### src/verilog/etm_pkg.sv
package etm_pkg;

  // register byte addresses on the bus
  localparam logic [7:0] ADDR_CTRL0 = 8'h00;
  localparam logic [7:0] ADDR_CHANA = 8'h04;
  localparam logic [7:0] ADDR_CHANB = 8'h08;
  localparam logic [7:0] ADDR_CMPA  = 8'h0c;
  localparam logic [7:0] ADDR_CMPB  = 8'h10;
  localparam logic [7:0] ADDR_COUNT = 8'h14;

  // timer_clock_on_period_ctrl fields
  localparam int unsigned CTRL0_PAUSE  = 7;
  localparam int unsigned CTRL0_CK_LSB = 4;
  localparam int unsigned CTRL0_ON     = 3;
  localparam int unsigned CTRL0_RP_LSB = 0;
  // channel_a_ctrl / channel_b_ctrl fields
  localparam int unsigned CH_MODE_LSB  = 6;
  localparam int unsigned CH_FN_LSB    = 4;
  localparam int unsigned CH_LVL       = 3;
  localparam int unsigned CH_INV       = 2;
  localparam int unsigned CHA_DIR      = 1;
  localparam int unsigned CHA_CLR      = 0;
  localparam int unsigned CHB_ALN_LSB  = 0;

  localparam logic [7:0] CTRL_RESET = 8'h00;
  localparam logic [9:0] CMP_RESET  = 10'h000;
  localparam logic [9:0] CNT_MAX    = 10'h3ff;
  localparam logic [6:0] PERIOD_LOW = 7'h7f;
  localparam logic [3:0] DIV16_LAST = 4'hf;
  localparam logic [5:0] DIV64_LAST = 6'h3f;
  localparam logic [1:0] DIV4_LAST  = 2'h3;

  typedef enum logic [2:0] {
    CK_SYS4     = 3'b000,
    CK_SYS      = 3'b001,
    CK_H16      = 3'b010,
    CK_H64      = 3'b011,
    CK_TBC      = 3'b100,
    CK_UNDEF    = 3'b101,
    CK_EXT_RISE = 3'b110,
    CK_EXT_FALL = 3'b111
  } etm_clksel_t;

  typedef enum logic [1:0] {
    MODE_COMPARE = 2'b00,
    MODE_CAPTURE = 2'b01,
    MODE_PWM     = 2'b10,
    MODE_TIMER   = 2'b11
  } etm_mode_t;

  // pin function codes, compare / pwm / capture meaning, then alignment codes
  localparam logic [1:0] FN_NONE     = 2'b00;
  localparam logic [1:0] FN_LOW      = 2'b01;
  localparam logic [1:0] FN_HIGH     = 2'b10;
  localparam logic [1:0] FN_TOGGLE   = 2'b11;
  localparam logic [1:0] FN_INACTIVE = 2'b00;
  localparam logic [1:0] FN_ACTIVE   = 2'b01;
  localparam logic [1:0] FN_PWM      = 2'b10;
  localparam logic [1:0] FN_SINGLE   = 2'b11;
  localparam logic [1:0] CAP_RISE    = 2'b00;
  localparam logic [1:0] CAP_FALL    = 2'b01;
  localparam logic [1:0] CAP_BOTH    = 2'b10;
  localparam logic [1:0] ALN_EDGE    = 2'b00;
  localparam logic [1:0] ALN_UP      = 2'b01;
  localparam logic [1:0] ALN_DOWN    = 2'b10;
  localparam logic [1:0] ALN_BOTH    = 2'b11;

  typedef struct packed {
    logic        cyc;
    logic        stb;
    logic        we;
    logic [7:0]  adr;
    logic [3:0]  sel;
    logic [31:0] dat;
  } etm_wb_req_t;

  typedef struct packed {
    logic        ack;
    logic [31:0] dat;
  } etm_wb_rsp_t;

  typedef struct packed {
    logic [7:0]  ctrl0;
    logic [7:0]  chanA;
    logic [7:0]  chanB;
    logic [9:0]  cmpA;
    logic [9:0]  cmpB;
    logic [9:0]  cnt;
    logic        dirDown;
    logic        lvlA;
    logic        lvlB;
    logic        onPrev;
    logic [1:0]  div4;
    logic [5:0]  divH;
    logic [1:0]  extSync;
    logic        extPrev;
    logic [1:0]  capSyncA;
    logic        capPrevA;
    logic [1:0]  capSyncB;
    logic        capPrevB;
    logic        ack;
    logic [31:0] rdat;
  } etm_state_t;

endpackage : etm_pkg

### src/verilog/etm_timer_ctrl.sv
// What this block does
// clock select: sys/4, sys, high/16, high/64, timebase, pin rise, pin fall
// clock select code 101 gives the counter no clock at all
// on rising clears counter then runs; off: no counting, powered down
// counter-on falling holds the counter value until switched on again
// compare mode: counter-on rising returns each pin to its initial level
// period value n matches at n times 128 clocks; zero means 1024
// period value zero never clears; counter overflows at its maximum
// clear select 0 clears on period match, or overflow when period is zero
// clear select 1 clears the counter on channel A compare match
// clear select ignored in single pulse and capture modes
// channel A mode: compare, capture, pwm or single pulse, timer
// channel B has same mode coding; its function drives all three pins
// software switches off before mode change; no pin drive in timer mode
// compare mode match makes pin hold, go low, go high or toggle
// software sets forced level unlike initial level for visible change
// pwm mode function forces inactive, forces active, pwm, or single pulse
// capture mode function selects rising, falling, both edges, or none
// software changes pwm pin functions only while switched off
// level bit is initial level in compare, active level in pwm
// invert bit inverts the channel pin; no effect in timer mode
// read-only direction flag shows 0 counting up, 1 counting down
// alignment selects edge, or centre with match on up, down, either
// counter is ten bits, counting up or down on the selected clock
// pause bit freezes the counter; clearing it resumes from held value
// external clock pin is synchronised; each selected edge counts once
// control fields read back as written, except the channel A direction bit, and reset to zero
`timescale 1ns/1ps
`default_nettype none

module etm_timer_ctrl
(
  input  wire logic                ref_clk,
  input  wire logic                reset,
  input  wire logic                highSpeedTick,
  input  wire logic                timebaseTick,
  input  wire logic                extCountPin,
  input  wire etm_pkg::etm_wb_req_t wbReq,
  output logic                     wbAck,
  output logic [31:0]              wbDat,
  input  wire logic                chanAPinIn,
  output logic                     chanAPinOut,
  output logic                     chanAPinOe,
  input  wire logic                chanBPin0In,
  output logic [2:0]               chanBPinOut,
  output logic [2:0]               chanBPinOe,
  output logic                     moduleActive
);
  import etm_pkg::*;

  etm_state_t  s_q;
  etm_state_t  s_d;
  etm_clksel_t clkSel;
  etm_mode_t   modeA;
  etm_mode_t   modeB;
  logic [2:0]  period;
  logic [1:0]  align;
  logic        on;
  logic        onRise;
  logic        srcTick;
  logic        run;
  logic        extRise;
  logic        extFall;
  logic        singlePulse;
  logic        centre;
  logic        clrOnA;
  logic        periodHit;
  logic        matchA;
  logic        matchB;
  logic        hitA;
  logic        hitB;
  logic        bottom;
  logic        busHit;
  logic        capA;
  logic        capB;
  logic [9:0]  top;

  // next pin level of one channel from its control byte and events
  function automatic logic nextLevel(input logic [7:0] ctl,
                                     input logic lvl,
                                     input logic rise,
                                     input logic onNow,
                                     input logic hit,
                                     input logic bot,
                                     input logic down);
    logic [1:0] fn;
    logic       act;
    fn  = ctl[CH_FN_LSB +: 2];
    act = ctl[CH_LVL];
    nextLevel = lvl;
    case (etm_mode_t'(ctl[CH_MODE_LSB +: 2]))
      MODE_COMPARE:
      begin
        if (rise)
          nextLevel = act;
        else if (hit)
        begin
          case (fn)
            FN_LOW:    nextLevel = 1'b0;
            FN_HIGH:   nextLevel = 1'b1;
            FN_TOGGLE: nextLevel = ~lvl;
            default:   nextLevel = lvl;
          endcase
        end
      end
      MODE_PWM:
      begin
        case (fn)
          FN_INACTIVE: nextLevel = ~act;
          FN_ACTIVE:   nextLevel = act;
          FN_PWM:
          begin
            if (rise || bot)
              nextLevel = act;
            else if (hit)
              nextLevel = down ? act : ~act;
          end
          default:
          begin
            if (rise)
              nextLevel = act;
            else if (hit || !onNow)
              nextLevel = ~act;
          end
        endcase
      end
      default: nextLevel = lvl;
    endcase
  endfunction : nextLevel

  assign clkSel      = etm_clksel_t'(s_q.ctrl0[CTRL0_CK_LSB +: 3]);
  assign modeA       = etm_mode_t'(s_q.chanA[CH_MODE_LSB +: 2]);
  assign modeB       = etm_mode_t'(s_q.chanB[CH_MODE_LSB +: 2]);
  assign period      = s_q.ctrl0[CTRL0_RP_LSB +: 3];
  assign align       = s_q.chanB[CHB_ALN_LSB +: 2];
  assign on          = s_q.ctrl0[CTRL0_ON];
  assign singlePulse = (modeA == MODE_PWM)
                       && (s_q.chanA[CH_FN_LSB +: 2] == FN_SINGLE);
  assign centre      = (modeA == MODE_PWM) && (align != ALN_EDGE)
                       && !singlePulse;
  assign busHit      = wbReq.cyc && wbReq.stb && !s_q.ack;

  always_comb
  begin
    s_d = s_q;
    // clock source enables, all in the ref_clk domain
    s_d.div4 = s_q.div4 + 2'h1;
    if (highSpeedTick)
      s_d.divH = s_q.divH + 6'h1;
    s_d.extSync = {s_q.extSync[0], extCountPin};
    s_d.extPrev = s_q.extSync[1];
    extRise = s_q.extSync[1] && !s_q.extPrev;
    extFall = !s_q.extSync[1] && s_q.extPrev;
    case (clkSel)
      CK_SYS4:     srcTick = (s_q.div4 == DIV4_LAST);
      CK_SYS:      srcTick = 1'b1;
      CK_H16:      srcTick = highSpeedTick
                             && (s_q.divH[3:0] == DIV16_LAST);
      CK_H64:      srcTick = highSpeedTick && (s_q.divH == DIV64_LAST);
      CK_TBC:      srcTick = timebaseTick;
      CK_EXT_RISE: srcTick = extRise;
      CK_EXT_FALL: srcTick = extFall;
      default:     srcTick = 1'b0;
    endcase
    onRise = on && !s_q.onPrev;
    s_d.onPrev = on;
    run = on && !s_q.ctrl0[CTRL0_PAUSE] && srcTick && !onRise;
    top = (period == 3'b000) ? CNT_MAX : {period, 7'h00} - 10'h001;
    periodHit = (period != 3'b000)
                && (s_q.cnt == {period - 3'h1, PERIOD_LOW});
    clrOnA = s_q.chanA[CHA_CLR] && !singlePulse
             && (modeA != MODE_CAPTURE);
    matchA = run && (s_q.cnt == s_q.cmpA);
    matchB = run && (s_q.cnt == s_q.cmpB);
    bottom = run && (s_q.cnt == 10'h000);
    // alignment decides which count direction qualifies a match
    hitA = matchA;
    hitB = matchB;
    if (centre)
    begin
      case (align)
        ALN_UP:
        begin
          hitA = matchA && !s_q.dirDown;
          hitB = matchB && !s_q.dirDown;
        end
        ALN_DOWN:
        begin
          hitA = matchA && s_q.dirDown;
          hitB = matchB && s_q.dirDown;
        end
        default:
        begin
          hitA = matchA;
          hitB = matchB;
        end
      endcase
    end
    // counter
    if (onRise)
    begin
      s_d.cnt = 10'h000;
      s_d.dirDown = 1'b0;
    end
    else if (run)
    begin
      if (centre)
      begin
        if (!s_q.dirDown && (s_q.cnt == top))
        begin
          s_d.dirDown = 1'b1;
          s_d.cnt = s_q.cnt - 10'h001;
        end
        else if (s_q.dirDown && (s_q.cnt == 10'h000))
        begin
          s_d.dirDown = 1'b0;
          s_d.cnt = 10'h001;
        end
        else if (s_q.dirDown)
          s_d.cnt = s_q.cnt - 10'h001;
        else
          s_d.cnt = s_q.cnt + 10'h001;
      end
      else if (clrOnA && (s_q.cnt == s_q.cmpA))
        s_d.cnt = 10'h000;
      else if (!clrOnA && periodHit)
        s_d.cnt = 10'h000;
      else
        s_d.cnt = s_q.cnt + 10'h001;
    end
    // output levels
    s_d.lvlA = nextLevel(s_q.chanA, s_q.lvlA, onRise, on, hitA, bottom,
                         s_q.dirDown);
    s_d.lvlB = nextLevel(s_q.chanB, s_q.lvlB, onRise, on, hitB, bottom,
                         s_q.dirDown);
    // capture pins
    s_d.capSyncA = {s_q.capSyncA[0], chanAPinIn};
    s_d.capPrevA = s_q.capSyncA[1];
    s_d.capSyncB = {s_q.capSyncB[0], chanBPin0In};
    s_d.capPrevB = s_q.capSyncB[1];
    case (s_q.chanA[CH_FN_LSB +: 2])
      CAP_RISE: capA = s_q.capSyncA[1] && !s_q.capPrevA;
      CAP_FALL: capA = !s_q.capSyncA[1] && s_q.capPrevA;
      CAP_BOTH: capA = s_q.capSyncA[1] != s_q.capPrevA;
      default:  capA = 1'b0;
    endcase
    case (s_q.chanB[CH_FN_LSB +: 2])
      CAP_RISE: capB = s_q.capSyncB[1] && !s_q.capPrevB;
      CAP_FALL: capB = !s_q.capSyncB[1] && s_q.capPrevB;
      CAP_BOTH: capB = s_q.capSyncB[1] != s_q.capPrevB;
      default:  capB = 1'b0;
    endcase
    capA = capA && on && (modeA == MODE_CAPTURE);
    capB = capB && on && (modeB == MODE_CAPTURE);
    // single pulse ends on channel A match
    if (singlePulse && matchA)
      s_d.ctrl0[CTRL0_ON] = 1'b0;
    // register bus, one-cycle answer
    s_d.ack = busHit;
    if (busHit && wbReq.we && wbReq.sel[0])
    begin
      case (wbReq.adr)
        ADDR_CTRL0: s_d.ctrl0 = wbReq.dat[7:0];
        ADDR_CHANA: s_d.chanA = wbReq.dat[7:0];
        ADDR_CHANB: s_d.chanB = wbReq.dat[7:0];
        ADDR_CMPA:  s_d.cmpA[7:0] = wbReq.dat[7:0];
        ADDR_CMPB:  s_d.cmpB[7:0] = wbReq.dat[7:0];
        default:    s_d.ack = busHit;
      endcase
    end
    if (busHit && wbReq.we && wbReq.sel[1])
    begin
      case (wbReq.adr)
        ADDR_CMPA: s_d.cmpA[9:8] = wbReq.dat[9:8];
        ADDR_CMPB: s_d.cmpB[9:8] = wbReq.dat[9:8];
        default:   s_d.ack = busHit;
      endcase
    end
    if (busHit)
    begin
      case (wbReq.adr)
        ADDR_CTRL0: s_d.rdat = {24'h000000, s_q.ctrl0};
        ADDR_CHANA: s_d.rdat = {24'h000000, s_q.chanA[7:2], s_q.dirDown,
                                s_q.chanA[CHA_CLR]};
        ADDR_CHANB: s_d.rdat = {24'h000000, s_q.chanB};
        ADDR_CMPA:  s_d.rdat = {22'h000000, s_q.cmpA};
        ADDR_CMPB:  s_d.rdat = {22'h000000, s_q.cmpB};
        ADDR_COUNT: s_d.rdat = {22'h000000, s_q.cnt};
        default:    s_d.rdat = 32'h00000000;
      endcase
    end
    // hardware capture and pin trigger win over a bus write
    if (capA)
      s_d.cmpA = s_q.cnt;
    if (capB)
      s_d.cmpB = s_q.cnt;
    if (singlePulse && extRise)
      s_d.ctrl0[CTRL0_ON] = 1'b1;
  end

  always_ff @(posedge ref_clk)
  begin
    if (reset)
    begin
      s_q <= '0;
    end
    else
    begin
      s_q <= s_d;
    end
  end

  assign wbAck        = s_q.ack;
  assign wbDat        = s_q.rdat;
  assign moduleActive = on;
  // pins driven only in compare and pwm modes
  assign chanAPinOe   = (modeA == MODE_COMPARE) || (modeA == MODE_PWM);
  assign chanAPinOut  = s_q.lvlA ^ s_q.chanA[CH_INV];
  assign chanBPinOe   = {3{(modeB == MODE_COMPARE) || (modeB == MODE_PWM)}};
  assign chanBPinOut  = {3{s_q.lvlB ^ s_q.chanB[CH_INV]}};
endmodule : etm_timer_ctrl

`default_nettype wire

### config.mk
export PLATFORM = sky130hd
export DESIGN_NAME = etm_timer_ctrl
export DESIGN_NICKNAME = d
export VERILOG_FILES = /design/src/verilog/etm_pkg.sv /design/src/verilog/etm_timer_ctrl.sv
export SDC_FILE = /design/constraint.sdc
export NUM_CORES = 1
export LEC_CHECK = 0
export ABC_CLOCK_PERIOD_IN_PS = 5900
export BUFFER_PORTS_ARGS = -buffer_cell sky130_fd_sc_hd__clkbuf_2
export CAP_MARGIN = 30
export CELL_PAD_IN_SITES_DETAIL_PLACEMENT = 1
export CELL_PAD_IN_SITES_GLOBAL_PLACEMENT = 1
export CORE_MARGIN = 2
export CORE_UTILIZATION = 46
export DETAILED_ROUTE_END_ITERATION = 7
export PLACE_DENSITY = 0.95
export SETUP_SLACK_MARGIN = 0.1
export SYNTH_ARGS = -nofsm -noshare
export SYNTH_HDL_FRONTEND = slang
export SYNTH_SLANG_ARGS = --single-unit
### constraint.sdc
create_clock -name ref_clk -period 5.9 [get_ports ref_clk]
set_input_delay 0.885 -clock ref_clk [delete_from_list [all_inputs] [get_ports ref_clk]]
set_output_delay 0.885 -clock ref_clk [all_outputs]
set_load 0.01 [all_outputs]
# Word level (Yosys, flattened, before mapping)
# Cells that the tools add are included.
dict set report word_totals {
  regBits 108
  latch_bits 0
  ram_bits 0
  romBits 0
  mem_count 0
}
dict set report classes {
  add_sub_neg 6
  n_mul 0
  n_div 0
  magnitude_cmp 0
  eq_ne 41
  n_shift 0
  n_mux 52
  bitwise_logic 6
  n_reduce_logical 89
}
# cell n
set ops {}
lappend ops {{$mux 10} 8}
lappend ops {{$pmux 10 s6} 1}
lappend ops {{$mux 8} 6}
lappend ops {{$eq 10x10->1} 4}
lappend ops {{$logic_and 1x1->1} 40}
lappend ops {{$mux 20} 1}
lappend ops {{$reduce_bool 2->1} 10}
lappend ops {{$sub 10x1->10 const B} 2}
lappend ops {{$mux 1} 19}
lappend ops {{$pmux 1 s3} 6}
lappend ops {{$eq 2x2->1 const B} 8}
lappend ops {{$eq 8x4->1 const B} 2}
lappend ops {{$eq 8x5->1 const B} 2}
lappend ops {{$logic_not 1->1} 14}
lappend ops {{$reduce_and 2->1} 7}
lappend ops {{$mux 11} 1}
lappend ops {{$add 10x1->10 const B} 1}
lappend ops {{$eq 2x1->1 const B} 5}
lappend ops {{$logic_not 10->1} 1}
lappend ops {{$reduce_and 5->1} 2}
lappend ops {{$eq 3x3->1 const B} 3}
lappend ops {{$eq 8x3->1 const B} 1}
lappend ops {{$logic_not 2->1} 4}
lappend ops {{$logic_not 8->1} 1}
lappend ops {{other kinds (26)} 45}

# Logic depth before layout (Yosys ltp)
# Gate-level depths: netlist of run 1.
dict set report logic_depth {
  word_depth 14
  depth_mapped 9
  depth_no_buf 8
}

# Least setup slack after synthesis of run 1
# No wires, ideal clock.
dict set report synth_path {
  path_kind {input-to-reg}
  startpoint {in wbReq[37] (netlist bit)}
  endpoint {reg s_q[74] (netlist bit)}
  setup_ns 0.086
  arrival_time_ns 2.713
  required_ns 5.814
  setup_slack_ns 3.101
  stages 7
  path_buffers 1
  path_cell_list {or4_1 or3_1 buf_2 nor2_4 nand3_2 mux2i_1 a211oi_1}
}
dict set report synth_via {
  elab_chain_cells 3
}
# item line
set synth_rtl {}
lappend synth_rtl {{from (decl)} etm_timer_ctrl.sv:38} ;# input wire etm_pkg::etm_wb_req_t wbReq,
lappend synth_rtl {{$eq 8x4->1} etm_timer_ctrl.sv:262} ;# case (wbReq.adr)
lappend synth_rtl {{$reduce_bool 2->1 (no source line)} n/a}
lappend synth_rtl {{$reduce_and 2->1 (no source line)} n/a}
lappend synth_rtl {{to (signal assigned)} etm_timer_ctrl.sv:305} ;# s_q <= '0;
lappend synth_rtl {{to (signal assigned)} etm_timer_ctrl.sv:309} ;# s_q <= s_d;
lappend synth_rtl {{to (decl)} etm_timer_ctrl.sv:51} ;# etm_state_t s_q;
# No other way between the ends.
# A chain may end at the register's enable or synchronous reset.

# Final worst setup path of run 1
dict set report layout_path {
  startpoint {in wbReq[37] (netlist bit)}
  endpoint {reg s_q (netlist bit align[1])}
}
dict set report layout_via {
  elab_chain_cells 2
}
# item line
set layout_rtl {}
lappend layout_rtl {{$eq 8x4->1} etm_timer_ctrl.sv:262}
lappend layout_rtl {{$reduce_and 2->1 (no source line)} n/a}
# No other way between the ends.

==> key figures, run 1 <==
Power and ir drop
  • Clock power frac: 46.7%
  • P_sw: 0.334 mW
  • Pwr dens: 207 nW/um^2
  • Sequential Power Share: 47.5%
  • Max VDD drop: 0.120 mV
  • Switch share: 27.0%
  • Leakage: 2.47 nW
  • P_int: 0.902 mW
  • Logic pwr share: 5.9%

Yosys
  • Post-synth cell types: 74
  • Sequential fraction of the synthesis area: 30.3%
  • Flop and latch count out of synthesis: 85
  • Post-Syn Instances: 685
  • Yosys warning total: 0
  • Synth Cell Area: 5620 sq um
  • Synth async-reset ratio: 0%
  • Mean area per synthesized cell: 8.21 sq um
  • Number of synthesized flops with an enable pin: 0
  • Main synth FF type: dfxtp_1

Drt
  • Antenna Nets Post-Route: 0
  • Initial DRC count: 501
  • Met2 WL: 8960 um
  • Met1 WL: 7310 um
  • Drt first pass iters: 6
  • Avg Vias per Cell: 6.52
  • Drt drc: 0
  • WL met3: 1480 um
  • Top sig layer: met4
  • Vias: 5449
  • Wirelength, routed: 18700 um
  • Avg WL per Cell: 22.3 um

Floorplan
  • Die height: 115 um
  • Ports: 96
  • Core area: 12000 sq um
  • Die area: 13100 sq um
  • Starting Density: 47.0%
  • Die Width: 115 um
  • Num rows: 40

Place
  • Final Wtd Congestion: 0.935
  • Port bufs: 49
  • Placed cell area: 5680 sq um
  • Number of placed cells counting well taps: 820
  • Worst slack, placed: 2300 ps
  • DP HPWL: 12600 um

Worst setup path
  • Worst-path fanout max: 19
  • CP arrival: 3550 ps
  • Worst EP required: 6110 ps
  • Reg2Reg Setup Slack: 2670 ps
  • Crit end category: register
  • CP startpoint kind: input port
  • Kind of critical path: input port to register

Global route
  • Initial antenna violation count: 0
  • Global-route wire length before repair: 29700 um
  • Grt ovf: 0
  • Largest net degree at the start of global routing: 76
  • GR Util All Layers: 29.0%
  • Number of global-route vias before repair: 5565

Timing
  • Worst-Margin Slew: 974 ps
  • Slew HR: 34.7%
  • Post-route worst setup slack: 2560 ps
  • Fmax: 0.299 GHz
  • Setup TNS: 0 ps
  • Unrepaired setup endpoints after global routing: false
  • Slew Viols, Final: 0
  • Final setup vio count: 0
  • Final hold viol count: 0
  • Skew final: 10.1 ps
  • Hold Worst Slack: 433 ps
  • Crit share post-route: 56.6%
  • Post-route minimum period: 3340 ps

CTS
  • Resized Gates After CTS: 0
  • CTS Buf Count: 9
  • Hold_buf cts: 0
  • Clk root buf: clkbuf_16
  • H-tree lvl count: 3
  • Clock buffer depth: 2
  • Postcts setup bufs: 0
  • Clock sinks: 85
  • Clk slew on worst S/H paths: 70 ps
  • Skew-Pair Late Insertion Delay: 360 ps
  • CTS tree: done

Finish
  • Layout net count: 750
  • Syn-to-layout area delta: 6.32%
  • FF/Latch Area: 1700 sq um
  • Finished Layout Cells: 836
  • Cell area after layout: 5980 sq um
  • Commonest non-fill, non-tap cell in the layout: dfxtp_1
  • Diode count: 0
  • Fillers: 1413
  • Share of layout cells above drive strength 1: 13.5%
  • Footprint of the multi-input gates: 3430 sq um
  • Most frequent cells in the layout: 85 x dfxtp_1, 69 x nor2_1, 49 x clkbuf_2, 47 x nand2_1, 36 x nand3_1

Run
  • Number of max-cap violations: 0

Worst hold path
  • Hold Path Class: register to register

Run status
  • Status: completed
-- state kept, by name, indices dropped and copies added (netlist names), 2 cells and up --
name,flops
s_q,55
modeA,2
period,3
clkSel,3
align,2
modeB,2
s_d,6
wbDat,10
-- metrics by stage --
step / power (mW) / utilization, %
floorplan: 0.655 / -
global placement: 0.666 / 47.4
detailed placement: 0.671 / 47.5
CTS: 1.23 / 50.0
global route: 1.26 / 50.0
finish: 1.24 / 50.0
-- cells by family (layout without fill, tap and decap cells) --
kind of cell	count (synthesis)	count (layout)	share of synthesized area, %
AOI/OAI and AO/OA	143	143	18.2
xor gates and xnor gates	37	37	5.76
adders and majority gates	12	12	2.67
buffers and inverters	107	90	10.1
DFF	85	85	30.3
muxes	41	41	9.13
other	1	22	0.0667
and+or+nand+nor	259	259	23.9
-- layer usage --
layer / global-route usage, % / up-vias
li1: - / 2409
met1: 35.0 / 2664
met2: 48.7 / 297
met3: 5.19 / 79
met4: 15.9 / 0
met5: 0 / -
-- final cells by class --
class,instances,area share (%)
Multi-Input combinational cell,514,57.4
Clock buffer,9,3.77
Timing Repair Buffer,55,4.92
Tap cell,147,3.08
Inverter,19,1.19
Sequential cell,85,28.5
Clock inverter,7,1.13
-- synthesized netlist by cell type (all sizes together), types with 10 or more instances --
| master | n | area share, % |
|---|---|---|
| clkbuf | 37 | 2.5 |
| xor2 | 18 | 2.8 |
| a211oi | 31 | 4.1 |
| nand4 | 11 | 1.2 |
| a21oi | 30 | 2.7 |
| nand3 | 37 | 3.4 |
| mux2i | 31 | 5.5 |
| inv | 19 | 1.3 |
| xnor2 | 19 | 3.0 |
| nor2 | 70 | 4.8 |
| nor2b | 25 | 2.8 |
| nor3 | 10 | 0.98 |
| ha | 12 | 2.7 |
| nand2 | 47 | 3.1 |
| buf | 51 | 6.3 |
| dfxtp | 85 | 30 |
| o21ai | 16 | 1.4 |
-- worst max-delay path, cell delays in order --
cell and delay [ps]:
clkbuf_2 70, or4_1 570, or3_1 540, nor2_4 510
nand3b_1 570, mux2i_1 340, nor2_1 60
-- power by group through the flow --
stage	Clock [mW]	Sequential, mW	Combinational (mW)
finish	0.577	0.587	0.0723
global placement	0	0.600	0.0667
detailed placement	0	0.601	0.0707
floorplan	0	0.599	0.0556
global route	0.598	0.588	0.0790
CTS	0.574	0.587	0.0717
-- final timing paths --
kind	cells after the start	start	end
setup reg to reg	7	s_q[55]	s_q[56]
hold reg to reg	1	s_q[48]	s_q[48]
hold / removal	1	s_q[48]	s_q[48]
setup / recovery	7	wbReq[37]	align[1]
Power figures use the tool's default switching activity.
==> run 2, diff against run 1 <==
ABC_AREA = 1   (was not set)
ABC_CLOCK_PERIOD_IN_PS = 3100   (was 5900)
CORE_UTILIZATION = 40   (was 46)
PLACE_DENSITY = 0.9   (was 0.95)
clock period = 3.1 ns   (was 5.9 ns; I/O delays follow)
==> key figures, run 2 <==
Run status
  • Status: completed

Worst setup path
  • Slowest CP cell: dfxtp_1
  • Worst R2R Path Depth: 12 (+5)
  • CP max stage delay: 540 ps (-30 ps)
  • Top Family by Delay on Critical Path: simple AND/OR/NAND/NOR gates
  • CP startpoint kind: register
  • Worst Path Buf+Inv: 1 (unchanged)
  • Worst-path fanout max: 11 (-8)
  • Worst EP required: 3340 ps (-2770 ps)
  • Crit-path cells: ha_1 -> nand3_2 -> nor2_4 -> nand2_2 -> nor3_2 -> nand4_1 -> inv_1 -> nor2_1 -> nand2_1 -> nand2_1 -> a21oi_1 -> nor2_1
  • Reg2Reg Setup Slack: 680 ps (-1990 ps)
  • CP arrival: 2660 ps (-890 ps)
  • RR Startpoint: s_q[55]
  • Crit end category: register
  • FF-to-FF End: s_q[61]
  • Kind of critical path: register to register

Yosys
  • Mean area per synthesized cell: 6.57 sq um (-20%)
  • Synth cell count leaders: 173 x nand2_1, 100 x inv_1, 85 x dfxtp_1, 82 x o21ai_0, 76 x nor2_1
  • Most frequent cell after synthesis: nand2_1
  • Main synth FF type: dfxtp_1
  • Largest cells by area after synthesis: dfxtp_1 30%, nand2_1 12%, o21ai_0 7.3%
  • Post-synth cell types: 44 (-41%)
  • Post-synth top area share: 30.4% (+0.16 points)
  • Number of synthesized flops with an enable pin: 0 (unchanged)
  • Synth Cell Area: 5590 sq um (-0.53%)
  • Sequential fraction of the synthesis area: 30.4% (+0.16 points)
  • Area leader, netlist: dfxtp_1
  • Flop and latch count out of synthesis: 85 (unchanged)
  • Yosys warning total: 0 (unchanged)
  • Synth async-reset ratio: 0% (unchanged)
  • Post-Syn Instances: 851 (+24%)

Finish
  • Cell area after layout: 6100 sq um (+2.0%)
  • Largest register FFs: 55 (unchanged)
  • Post-layout util: 44.3% (-5.7 points)
  • Diode count: 0 (unchanged)
  • Top reg by flops: s_q
  • Share of layout cells above drive strength 1: 13.3% (-0.22 points)
  • Layout net count: 942 (+26%)
  • Commonest non-fill, non-tap cell in the layout: nand2_1
  • Syn-to-layout area delta: 9.06%
  • Most frequent cells in the layout: 173 x nand2_1, 100 x inv_1, 85 x dfxtp_1, 82 x o21ai_0, 76 x nor2_1

Timing
  • Unrepaired setup endpoints after global routing: false
  • Crit share post-route: 78.0%
  • Setup TNS: 0 ps (unchanged)
  • Final hold viol count: 0 (unchanged)
  • Slew Viols, Final: 0 (unchanged)
  • Skew final: 10.8 ps (+0.700 ps)
  • Slew HR: 61.8% (+27 points)
  • Post-route worst setup slack: 681 ps (-1880 ps)
  • Final setup vio count: 0 (unchanged)
  • Worst-Margin Slew: 572 ps (-402 ps)
  • Post-route minimum period: 2420 ps
  • Fmax: 0.413 GHz

Global route
  • Global-route wire length before repair: 29200 um (-1.9%)
  • Grt ovf: 0 (unchanged)
  • Largest net degree at the start of global routing: 42 (-45%)
  • Number of global-route vias before repair: 5636 (+1.3%)
  • GR Util All Layers: 25.5% (-3.5 points)
  • Initial antenna violation count: 1 (+1)

Place
  • Port bufs: 49 (unchanged)
  • DP HPWL: 13800 um (+10%)
  • Final Wtd Congestion: 0.938 (+0.41%)
  • Worst slack, placed: 690 ps (-1610 ps)
  • Placed cell area: 5780 sq um (+1.6%)

Floorplan
  • Ports: 96 (unchanged)
  • Core area: 13800 sq um (+15%)
  • Starting Density: 40.6% (-6.4 points)
  • Num rows: 43 (+7.5%)
  • Die area: 14900 sq um (+14%)
  • Die height: 122 um (+6.7%)
  • Die Width: 122 um (+6.7%)

CTS
  • Clk root buf: clkbuf_16
  • CTS tree: done
  • Clock buffer depth: 2 (unchanged)
  • H-tree lvl count: 3 (unchanged)
  • Resized Gates After CTS: 0 (unchanged)
  • CTS Buf Count: 9 (unchanged)
  • Clock sinks: 85 (unchanged)
  • Skew-Pair Late Insertion Delay: 350 ps (about the same)
  • Postcts setup bufs: 0 (unchanged)
  • Clk slew on worst S/H paths: 70 ps (about the same)
  • Hold_buf cts: 0 (unchanged)

Drt
  • Drt first pass iters: 7 (+1)
  • Antenna Nets Post-Route: 0 (unchanged)
  • Initial DRC count: 612 (+22%)
  • Avg Vias per Cell: 5.50 (-16%)
  • Wirelength, routed: 18800 um (+0.36%)
  • Drt drc: 0 (unchanged)
  • Vias: 5835 (+7.1%)
  • Avg WL per Cell: 17.7 um (-21%)

Power and ir drop
  • Logic pwr share: 5.0% (-0.9 points)
  • Clock power frac: 49.7% (+3.0 points)
  • P_sw: 0.593 mW (+78%)
  • Leakage: 2.75 nW (+12%)
  • Max VDD drop: 0.250 mV (+110%)
  • Switch share: 24.3% (-2.7 points)
  • Sequential Power Share: 45.3% (-2.2 points)
  • P_int: 1.85 mW (+100%)
  • Pwr dens: 400 nW/um^2 (+94%)

Worst hold path
  • Worst hold endpoint: s_d[35]
  • Hold Path Class: input port to register
  • Hold path startpoint: chanBPin0In
  • Hold Crit Depth: 3 (+2)

Run
  • Number of max-cap violations: 0 (unchanged)
## run 2: cell families after synthesis
group / after synthesis / synth area share, %
buf+inv: 178 / 15.5
compound gates: 202 / 19.8
fa+ha+maj: 12 / 2.69
simple gates: 349 / 27.8
xor+xnor: 24 / 3.76
flops: 85 / 30.4
other cells: 1 / 0.0671
## run 2: power groups by stage
stage / Clock [mW] / Combinational, mW / Sequential, mW
final: 1.21 / 0.122 / 1.11
after global routing: 1.26 / 0.134 / 1.11
after CTS: 1.23 / 0.120 / 1.11
after detailed placement: 0 / 0.118 / 1.13
after global placement: 0 / 0.115 / 1.13
after floorplan: 0 / 0.0855 / 1.13
## run 2: layout make-up
type / count / area (sq um)
flip-flops and latches: 85 / 1700
repair buffers: 60 / 328
multi-input cells: 609 / 3100
inverters: 111 / 420
fillers: 1859 / 7670
well taps: 180 / 225
clock buffers: 10 / 229
clock inverters: 6 / 93.8
## run 2: worst max path at each step
| stage | startpoint | slack, ps | endpoint | cells after the start |
|---|---|---|---|---|
| 6_report | s_q[55] | 680 | s_q[61] | 12 |
| 5_1_grt | s_q[55] | 390 | s_q[61] | 12 |
| 4_1_cts | s_q[55] | 690 | s_q[61] | 12 |
| 3_5_place_dp | s_q[55] | 690 | s_q[61] | 12 |
| 3_3_place_gp | s_q[55] | 720 | s_q[61] | 12 |
| 2_1_floorplan | s_q[54] | 1300 | s_q[61] | 14 |
## run 2: metal layers
layer / share of wire (%) / GRT usage (%) / up-vias
met5: 0 / 0 / -
met4: 3.8 / 12.3 / 0
met3: 7.3 / 5.44 / 57
met2: 46 / 40.7 / 211
met1: 43 / 32.7 / 2788
li1: - / - / 2779
## run 2: worst min-delay path: stages
cell,delay (ps)
clkbuf_2,80
inv_1,40
nor2_1,30
## run 2: per-stage QoR
stage | total power, mW | hold slack (ps) | instances
2_1_floorplan | 1.22 | 388 | 872
3_5_place_dp | 1.25 | 401 | 1045
5_1_grt | 2.51 | 306 | 1061
4_1_cts | 2.45 | 292 | 1061
3_3_place_gp | 1.25 | 389 | 1045
6_report | 2.44 | 299 | 1061
